--- src/logic/cmp_event_pkg.sv ---
/*
  Package for the comparator event block: register offsets, field positions,
  reset values and event modes.
  Assumes a 32-bit APB slave with one register per aligned word.
*/
package cmp_event_pkg;
  localparam logic [7:0] OFF_CTRL_STATUS = 8'h00;
  localparam logic [7:0] OFF_MUX_CTRL    = 8'h04;
  localparam logic [7:0] OFF_IRQ_STATUS  = 8'h08;
  localparam logic [7:0] OFF_IRQ_MASK    = 8'h0C;

  localparam int BIT_DISABLE   = 7;
  localparam int BIT_BANDGAP   = 6;
  localparam int BIT_RESULT    = 5;
  localparam int BIT_FLAG      = 4;
  localparam int BIT_IRQ_EN    = 3;
  localparam int BIT_CAPTURE   = 2;
  localparam int BIT_MODE_HI   = 1;
  localparam int BIT_MODE_LO   = 0;

  localparam int BIT_MUX_EN    = 3;
  localparam int BIT_CHAN_LSB  = 0;
  localparam int CHAN_WIDTH    = 3;

  localparam int BIT_EV_CHANGE = 0;
  localparam int BIT_EV_FLAG   = 1;
  localparam int IRQ_WIDTH     = 2;

  localparam logic [7:0] CTRL_RESET     = 8'h00;
  localparam logic [3:0] MUX_RESET      = 4'h0;
  localparam logic [1:0] IRQ_MASK_RESET = 2'h0;

  typedef enum logic [1:0] {
    MODE_TOGGLE   = 2'b00,
    MODE_RESERVED = 2'b01,
    MODE_FALLING  = 2'b10,
    MODE_RISING   = 2'b11
  } event_mode_e;
endpackage

--- src/logic/comparator_event_control.sv ---
/*
  Comparator control and event logic: input selection, result
  synchronisation, event detection, interrupt flag and capture routing,
  with an APB register file.
  Assumes the analog comparator sits outside and reports its raw result on
  cmp_raw_i; select outputs steer the analog switches.
*/
// What this block does
// - Result high when positive input exceeds negative.
// - Result synchronised, one to two cycles late.
// - Bandgap select picks reference over positive pin.
// - Mux drives negative input if enabled, converter off.
// - Disable bit switches comparator off, anytime.
// - Flag set on event matching chosen mode.
// - Flag clears when interrupt vector executes.
// - Writing one clears flag; zero keeps it.
// - Request needs flag, enable and global enable.
// - Capture route drives timer capture front end.
// - Modes: toggle, reserved, falling, rising.
// - Channel code selects analog channel zero-seven.
module comparator_event_control (
  input  wire logic        core_clk_i,        // System clock, 125 MHz.
  input  wire logic        rst_i,             // Synchronous reset, active high.
  input  wire logic        psel_i,            // APB select.
  input  wire logic        penable_i,         // APB enable.
  input  wire logic        pwrite_i,          // APB write.
  input  wire logic [7:0]  paddr_i,           // APB byte address.
  input  wire logic [31:0] pwdata_i,          // APB write data.
  output logic      [31:0] prdata_o,          // APB read data.
  output logic             pready_o,          // APB ready.
  output logic             pslverr_o,         // APB error on unmapped address.
  input  wire logic        cmp_raw_i,         // Raw comparator result.
  input  wire logic        converter_enable_i,// Converter enable level.
  input  wire logic        global_irq_en_i,   // Processor global enable.
  input  wire logic        irq_ack_i,         // Vector executed, one pulse.
  output logic             bandgap_sel_o,     // Positive input uses bandgap.
  output logic             neg_mux_sel_o,     // Negative input uses mux.
  output logic      [2:0]  neg_channel_o,     // Mux channel number.
  output logic             cmp_power_off_o,   // Comparator powered down.
  output logic             capture_in_o,      // Timer capture input.
  output logic             capture_sel_o,     // Timer capture source select.
  output logic             cmp_irq_o,         // Comparator interrupt request.
  output logic             irq_o              // Event interrupt, level.
);
  logic                 cmp_disable;
  logic                 bandgap_select;
  logic                 cmp_irq_flag;
  logic                 cmp_irq_enable;
  logic                 capture_route_enable;
  logic [1:0]           event_mode;
  logic                 neg_input_mux_enable;
  logic [2:0]           channel_select_low;
  logic [1:0]           irq_status;
  logic [1:0]           irq_mask;
  logic                 cmp_result_bit;
  logic                 result_prev;
  logic                 change_ev;
  logic                 match_ev;
  logic                 wr_acc;
  logic                 rd_acc;
  logic                 mapped;
  logic [31:0]          next_rdata;

  function automatic logic addr_ok(input logic [7:0] a);
    addr_ok = (a == cmp_event_pkg::OFF_CTRL_STATUS) || (a == cmp_event_pkg::OFF_MUX_CTRL)
           || (a == cmp_event_pkg::OFF_IRQ_STATUS)  || (a == cmp_event_pkg::OFF_IRQ_MASK);
  endfunction

  assign mapped = addr_ok(paddr_i);
  assign wr_acc = psel_i && penable_i && pwrite_i && pready_o;
  assign rd_acc = psel_i && penable_i && !pwrite_i && pready_o;

  // Disabled comparator holds the raw level low, so the result reads zero.
  result_sync u_sync (
    .core_clk_i (core_clk_i),
    .rst_i      (rst_i),
    .async_i    (cmp_raw_i && !cmp_disable),
    .sync_o     (cmp_result_bit)
  );

  always_ff @(posedge core_clk_i) begin
    if (rst_i) begin
      result_prev <= 1'b0;
    end else begin
      result_prev <= cmp_result_bit;
    end
  end

  assign change_ev = cmp_result_bit ^ result_prev;

  always_comb begin
    case (cmp_event_pkg::event_mode_e'(event_mode))
      cmp_event_pkg::MODE_TOGGLE:   match_ev = change_ev;
      cmp_event_pkg::MODE_FALLING:  match_ev = change_ev && !cmp_result_bit;
      cmp_event_pkg::MODE_RISING:   match_ev = change_ev && cmp_result_bit;
      cmp_event_pkg::MODE_RESERVED: match_ev = 1'b0;
      default:                      match_ev = 1'b0;
    endcase
  end

  // Control fields. The result bit position is never written.
  always_ff @(posedge core_clk_i) begin
    if (rst_i) begin
      cmp_disable          <= cmp_event_pkg::CTRL_RESET[cmp_event_pkg::BIT_DISABLE];
      bandgap_select       <= cmp_event_pkg::CTRL_RESET[cmp_event_pkg::BIT_BANDGAP];
      cmp_irq_enable       <= cmp_event_pkg::CTRL_RESET[cmp_event_pkg::BIT_IRQ_EN];
      capture_route_enable <= cmp_event_pkg::CTRL_RESET[cmp_event_pkg::BIT_CAPTURE];
      event_mode           <= cmp_event_pkg::CTRL_RESET[1:0];
    end else if (wr_acc && paddr_i == cmp_event_pkg::OFF_CTRL_STATUS) begin
      cmp_disable          <= pwdata_i[cmp_event_pkg::BIT_DISABLE];
      bandgap_select       <= pwdata_i[cmp_event_pkg::BIT_BANDGAP];
      cmp_irq_enable       <= pwdata_i[cmp_event_pkg::BIT_IRQ_EN];
      capture_route_enable <= pwdata_i[cmp_event_pkg::BIT_CAPTURE];
      event_mode           <= {pwdata_i[cmp_event_pkg::BIT_MODE_HI], pwdata_i[cmp_event_pkg::BIT_MODE_LO]};
    end
  end

  always_ff @(posedge core_clk_i) begin
    if (rst_i) begin
      neg_input_mux_enable <= cmp_event_pkg::MUX_RESET[cmp_event_pkg::BIT_MUX_EN];
      channel_select_low   <= cmp_event_pkg::MUX_RESET[2:0];
    end else if (wr_acc && paddr_i == cmp_event_pkg::OFF_MUX_CTRL) begin
      neg_input_mux_enable <= pwdata_i[cmp_event_pkg::BIT_MUX_EN];
      channel_select_low   <= pwdata_i[cmp_event_pkg::BIT_CHAN_LSB +: cmp_event_pkg::CHAN_WIDTH];
    end
  end

  // Interrupt flag: a new event wins over a same-cycle clear.
  always_ff @(posedge core_clk_i) begin
    if (rst_i) begin
      cmp_irq_flag <= cmp_event_pkg::CTRL_RESET[cmp_event_pkg::BIT_FLAG];
    end else if (match_ev) begin
      cmp_irq_flag <= 1'b1;
    end else if (irq_ack_i) begin
      cmp_irq_flag <= 1'b0;
    end else if (wr_acc && paddr_i == cmp_event_pkg::OFF_CTRL_STATUS && pwdata_i[cmp_event_pkg::BIT_FLAG]) begin
      cmp_irq_flag <= 1'b0;
    end
  end

  // Sticky event status cleared by reading it; events in the read cycle survive.
  always_ff @(posedge core_clk_i) begin
    if (rst_i) begin
      irq_status <= '0;
    end else begin
      if (rd_acc && paddr_i == cmp_event_pkg::OFF_IRQ_STATUS) begin
        irq_status <= {match_ev, change_ev};
      end else begin
        irq_status <= irq_status | {match_ev, change_ev};
      end
    end
  end

  always_ff @(posedge core_clk_i) begin
    if (rst_i) begin
      irq_mask <= cmp_event_pkg::IRQ_MASK_RESET;
    end else if (wr_acc && paddr_i == cmp_event_pkg::OFF_IRQ_MASK) begin
      irq_mask <= pwdata_i[cmp_event_pkg::IRQ_WIDTH-1:0];
    end
  end

  // Outputs are registered, so each follows its source one cycle later.
  always_ff @(posedge core_clk_i) begin
    if (rst_i) begin
      bandgap_sel_o   <= 1'b0;
      neg_mux_sel_o   <= 1'b0;
      neg_channel_o   <= 3'h0;
      cmp_power_off_o <= 1'b0;
      capture_in_o    <= 1'b0;
      capture_sel_o   <= 1'b0;
      cmp_irq_o       <= 1'b0;
      irq_o           <= 1'b0;
    end else begin
      bandgap_sel_o   <= bandgap_select;
      neg_mux_sel_o   <= neg_input_mux_enable && !converter_enable_i;
      neg_channel_o   <= channel_select_low;
      cmp_power_off_o <= cmp_disable;
      capture_in_o    <= capture_route_enable && cmp_result_bit;
      capture_sel_o   <= capture_route_enable;
      cmp_irq_o       <= cmp_irq_flag && cmp_irq_enable && global_irq_en_i;
      irq_o           <= |(irq_status & irq_mask);
    end
  end

  always_comb begin
    next_rdata = 32'h0000_0000;
    case (paddr_i)
      cmp_event_pkg::OFF_CTRL_STATUS: begin
        next_rdata[7:0] = {cmp_disable, bandgap_select, cmp_result_bit, cmp_irq_flag,
                           cmp_irq_enable, capture_route_enable, event_mode};
      end
      cmp_event_pkg::OFF_MUX_CTRL: next_rdata[3:0] = {neg_input_mux_enable, channel_select_low};
      cmp_event_pkg::OFF_IRQ_STATUS: next_rdata[1:0] = irq_status;
      cmp_event_pkg::OFF_IRQ_MASK: next_rdata[1:0] = irq_mask;
      default: next_rdata = 32'h0000_0000;
    endcase
  end

  // One wait state: ready rises in the second access cycle, then drops.
  always_ff @(posedge core_clk_i) begin
    if (rst_i) begin
      pready_o  <= 1'b0;
      prdata_o  <= 32'h0000_0000;
      pslverr_o <= 1'b0;
    end else if (psel_i && penable_i && !pready_o) begin
      pready_o  <= 1'b1;
      prdata_o  <= pwrite_i ? 32'h0000_0000 : next_rdata;
      pslverr_o <= !mapped;
    end else begin
      pready_o  <= 1'b0;
      prdata_o  <= 32'h0000_0000;
      pslverr_o <= 1'b0;
    end
  end
endmodule

--- src/logic/result_sync.sv ---
/*
  Two-flop synchroniser for the raw comparator result.
  Assumes the input is asynchronous to core_clk_i.
*/
module result_sync (
  input  wire logic core_clk_i, // System clock.
  input  wire logic rst_i,      // Synchronous reset, active high.
  input  wire logic async_i,    // Raw asynchronous level.
  output logic      sync_o      // Synchronised level.
);
  logic meta;

  // The first stage feeds only the second stage, never any logic.
  always_ff @(posedge core_clk_i) begin
    if (rst_i) begin
      meta   <= 1'b0;
      sync_o <= 1'b0;
    end else begin
      meta   <= async_i;
      sync_o <= meta;
    end
  end
endmodule

--- config.mk ---
export PLATFORM = sky130hd
export DESIGN_NAME = comparator_event_control
export DESIGN_NICKNAME = d
export VERILOG_FILES = /design/src/logic/cmp_event_pkg.sv /design/src/logic/comparator_event_control.sv /design/src/logic/result_sync.sv
export SDC_FILE = /design/constraint.sdc
export NUM_CORES = 1
export LEC_CHECK = 0
export ABC_AREA = 1
export BUFFER_PORTS_ARGS = -buffer_cell sky130_fd_sc_hd__buf_2
export CORE_MARGIN = 8
export CORE_UTILIZATION = 44
export CTS_BUF_LIST = sky130_fd_sc_hd__clkbuf_8 sky130_fd_sc_hd__clkbuf_16
export DETAILED_ROUTE_END_ITERATION = 10
export MAX_ROUTING_LAYER = met4
export PLACE_DENSITY = 0.8
export SKIP_CTS_REPAIR_TIMING = 1
export SLEW_MARGIN = 20
export SYNTH_ARGS = -nofsm -noshare
export SYNTH_HDL_FRONTEND = slang
export SYNTH_HIERARCHICAL = 1
export SYNTH_SLANG_ARGS = --single-unit
--- constraint.sdc ---
create_clock -name core_clk_i -period 1.4 [get_ports core_clk_i]
set_clock_uncertainty 0.1 [all_clocks]
set_input_delay 0.28 -clock core_clk_i [delete_from_list [all_inputs] [get_ports core_clk_i]]
set_output_delay 0.28 -clock core_clk_i [all_outputs]
set_load 0.1 [all_outputs]
After elaboration in Yosys (flattened, before gate mapping). Cells that the tools add are included.

Register bits: 62. Input bits: 49. Output and inout bits: 44. Word-level logic and storage cells: 79.

Equal/unequal tests: 6. Muxes and demuxes: 8. Bitwise gates (word level): 5. Reduce and logical (&&, ||, !) cells: 34.

Operator list (count): $logic_and A1 B1 Y1 (18); $eq A8 B4 Y1 const B (2); $eq A8 B3 Y1 const B (1); $logic_not A8 Y1 (1); $pmux W2 S4 (1); $logic_not A1 Y1 (6); $eq A2 B2 Y1 const B (2); $mux W1 (4); $pmux W1 S4 (1); $pmux W2 S2 (1); $reduce_or A2 Y1 (2); $reduce_or A4 Y1 (1); $logic_or A1 B1 Y1 (3); $reduce_bool A3 Y1 (1); $reduce_or A3 Y1 (1); $and A2 B2 Y2 (1); $eq A2 B1 Y1 const B (1); $logic_not A2 Y1 (1); $mux W2 (1); $not A1 Y1 (2); $or A2 B2 Y2 (1); $xor A1 B1 Y1 (1).

Depth between registers and ports, before layout.
Word-level depth: 8. Depth in mapped cells: 8. Mapped depth without buffers: 8.

Hierarchy. The synthesis kept the hierarchy.

By module, submodules not included: comparator_event_control (times used 1, cells an instance 212, area an instance 1605.3 um^2, seq. area each 720.7 um^2); result_sync (times used 1, cells an instance 6, area an instance 55.1 um^2, seq. area each 40.0 um^2).

Least setup slack after synthesis. OpenSTA, ideal clock, no wires.

Path type: register to register. From: register pready_o. To: register channel_select_low[0]. Library setup time: 0.116 ns. Arrival time: 1.722 ns. Required time: 1.184 ns. Setup slack: -0.538 ns. Cell stages (with the launch flop): 6. Path buffers: 0. Period minus slack after synthesis: 1.938 ns. Cells stage by stage: dfxtp_1 > nand3_1 > nor2_4 > nand2_2 > o21ai_0 > nor2_1.

Word-level cells in the longest chain between the ends: 2.

Ends and longest elaborated chain: start: declaration (line comparator_event_control.sv:30) `output logic pready_o,`; start signal: assignment (line comparator_event_control.sv:202) `pready_o <= 1'b0;`; start signal: assignment (line comparator_event_control.sv:206) `pready_o <= 1'b1;`; start signal: assignment (line comparator_event_control.sv:210) `pready_o <= 1'b0;`; $logic_and A1 B1 Y1 (line comparator_event_control.sv:70) `assign wr_acc = psel_i && penable_i && pwrite_i && pready_o;`; $logic_and A1 B1 Y1 (line comparator_event_control.sv:122) `end else if (wr_acc && paddr_i == cmp_event_pkg::OFF_MUX_CTRL) begin`; end signal: assignment (line comparator_event_control.sv:121) `channel_select_low <= cmp_event_pkg::MUX_RESET[2:0];`; end signal: assignment (line comparator_event_control.sv:124) `channel_select_low <= pwdata_i[cmp_event_pkg::BIT_CHAN_LSB +: cmp_event_pkg::CHAN_WIDTH];`; end: declaration (line comparator_event_control.sv:52) `logic [2:0] channel_select_low;`.

No other way between the ends. A chain may end at the register's enable or synchronous reset.

Final worst setup path.
From: register pready_o. To: register channel_select_low[2].

The elaborated chain is that of the path after synthesis.

==> results_dict.tcl <==
set metrics [dict create \
    status "complete, no violations" \
    start_util_pct 45.70 \
    vias 1396 \
    ir_drop_mv 0.5444 \
    p_leak_nw 1.074 \
    seq_area_frac_synth_pct 45.82 \
    min_period_over_period_pct 94.25 \
    finalMaxSlewViolations 0 \
    power.density_nw_per_um2 1123 \
    drc 0 \
    fin_crit_ns 1.319 \
    endpoint "channel_select_low[2]$_SDFFE_PP0P_" \
    wl_per_cell_um 11.24 \
    ys_async_sr_fraction_pct 0 \
    yosysWarnings 6 \
    layout-drive-gt1-share_pct 26.02 \
    drt-total-wl_um 3564 \
    diodes 0 \
    cap_viol_max_count 0 \
    r2r_end "channel_select_low[2]$_SDFFE_PP0P_" \
    areaGrowthSynthToFinish_pct 38.43 \
    die_h_um 77.43 \
    hold_viol 0 \
    grt_antenna_before_repair 0 \
    core_area_um2 3633 \
    synth-edff-count 0 \
    clk_latency_ns 0.29 \
    viasPerCell 4.404 \
    cp-startpoint "pready_o$_SDFF_PP0_" \
    synth_area_leaders "dfxtp_1 (46%), nor2_1 (12%), buf_4 (11%)" \
    required_ns 1.48 \
    ys_ff_latch 38 \
    worst_slack_ns 0.08050 \
    ant_nets 0 \
    syn_area_um2 1660 \
    grt_pass1_wl_um 6113 \
    synthDistinctLibCells 23 \
    grt_usage_pct 12.92 \
    htree_levels 2 \
    grt_pass1_vias 1402 \
    cts.path.max_buffers 2 \
    nets 317 \
    cts_buffers 5 \
    syn_inst 218 \
    avgSynthCellArea_um2 7.616 \
    r2r-start "pready_o$_SDFF_PP0_" \
    synth_ff_type "dfxtp_1" \
    min_path_type "in2reg" \
    dieArea_um2 5995 \
    grt_overflow 0 \
    fin_util_pct 63.26 \
    die_w_um 77.43 \
    cts_sinks 38 \
    r2r_slack_ns 0.08 \
    portBuffers 43 \
    drtPass1Iterations 4 \
    yosys.area.top_type "dfxtp_1" \
    crit_type "reg2reg" \
    root_buffer "clkbuf_8" \
    grt_max_degree 16 \
    cts_tree "done" \
    hpwl_um 2914 \
    synth_top_area_share_pct 45.82 \
    io_pins 93 \
    final-setup-viol-count 0 \
    critical_path.max_fanout 5 \
    gp_congestion 0.8569 \
    rows 22 \
    place_ws_ns -0.01969 \
    worst_ep_arrival_time_ns 1.40 \
    fmax_ghz 0.7579 \
    ff2ff_path_depth 5 \
    clk_pin_slew_ns 0.07 \
    rsz0062_at_grt "false" \
    drt_iter0_drc 152 \
    critPathCaptureType "flip-flop" \
    crit_path_start_kind "flip-flop" \
]
## worst max-delay path, stage by stage (launching register included)
cell     delay (ns)
dfxtp_4        0.36
nand3_1        0.15
nor2_4         0.24
nand2_2        0.12
o21ai_0        0.17
nor2_1         0.06
## cell families (layout without fill, tap and decap cells)
group	after synthesis	in the layout	share of synthesized area (%)
DFF	38	38	45.82
buffers and inverters	52	80	17.48
other	1	24	0.2259
AOI/OAI and AO/OA	17	17	5.351
and+or+nand+nor	109	109	30.59
xor gates and xnor gates	1	1	0.5276
## area by class of cell
class | count | area [um^2]
repair buffers | 46 | 538.0
inverters | 26 | 102.6
clock buffers | 7 | 107.6
flip-flops and latches | 38 | 764.5
well taps | 48 | 60.06
fillers | 293 | 1335
multi-input cells | 151 | 695.7
clock inverters | 1 | 30.03
## routing by layer
metal	up-vias	part of all wire, %	track usage (%)
li1	717	-	-
met1	611	41	12.50
met2	62	51	22.16
met3	6	5.9	4.724
met4	0	1.7	6.792
met5	-	0	-
## layout by cell type, fill, tap and decap left out, types with 6 or more instances in the layout
cell      synthesis  final
a21oi_1           6      6
buf_12            0     20
buf_2             0     23
clkbuf_8          0      6
conb_1            1     24
dfxtp_1          38     37
inv_1            23     23
nand2_1          28     28
nand3_1          14     14
nor2_1           53     53
o21ai_1           6      6
## registers in the layout (all words and copies together), names as in the netlist, 2 cells and up
signal / cells
event_mode: 2
neg_channel_o: 3
prdata_o: 8
irq_status: 2
channel_select_low: 3
irq_mask: 2
## power by group
group / internal, mW / switching (mW)
Sequential: 1.09 / 0.00836
Combinational: 0.0566 / 0.368
Clock: 0.688 / 0.370
Total: 1.84 / 0.746
## how the worst min path moves through the flow
| stage | startpoint | endpoint | slack, ns | cells after the start |
|---|---|---|---|---|
| after global routing | converter_enable_i | neg_mux_sel_o$_SDFF_PP0_ | 0.03 | 2 |
| after detailed placement | u_sync/meta$_SDFF_PP0_ | u_sync/sync_o$_SDFF_PP0_ | 0.31 | 2 |
| after global placement | u_sync/meta$_SDFF_PP0_ | u_sync/sync_o$_SDFF_PP0_ | 0.29 | 2 |
| final | converter_enable_i | neg_mux_sel_o$_SDFF_PP0_ | 0.04 | 2 |
| after CTS | converter_enable_i | neg_mux_sel_o$_SDFF_PP0_ | 0.03 | 2 |
| after floorplan | rst_i | cmp_irq_flag$_SDFFE_PP0P_ | 0.25 | 1 |
## cells in the mapped netlist, types with 2 or more instances
| master | number |
|---|---|
| dfxtp_1 | 38 |
| nor2_4 | 4 |
| nor2_1 | 53 |
| a21oi_1 | 6 |
| nand3_1 | 14 |
| inv_2 | 2 |
| inv_1 | 23 |
| nand2_1 | 28 |
| o21ai_1 | 6 |
| nand2_4 | 2 |
| buf_4 | 24 |
| o21ai_0 | 4 |
| nand4_1 | 2 |
| clkbuf_1 | 2 |
| nand2_2 | 2 |
## metrics by stage
step                setup TNS, ns  instances  power, mW  instance area [um^2]  hold slack, ns
finish                          0        317      2.582                  2298         0.03545
global route                    0        317      2.667                  2298         0.03000
CTS                             0        316      2.597                  2291         0.02880
detailed placement       -0.01969        308      1.546                  2153          0.3111
global placement                0        308      1.541                  2153          0.2910
floorplan                       0        241      1.530                  1750          0.2491
Power figures use the tool's default switching activity.
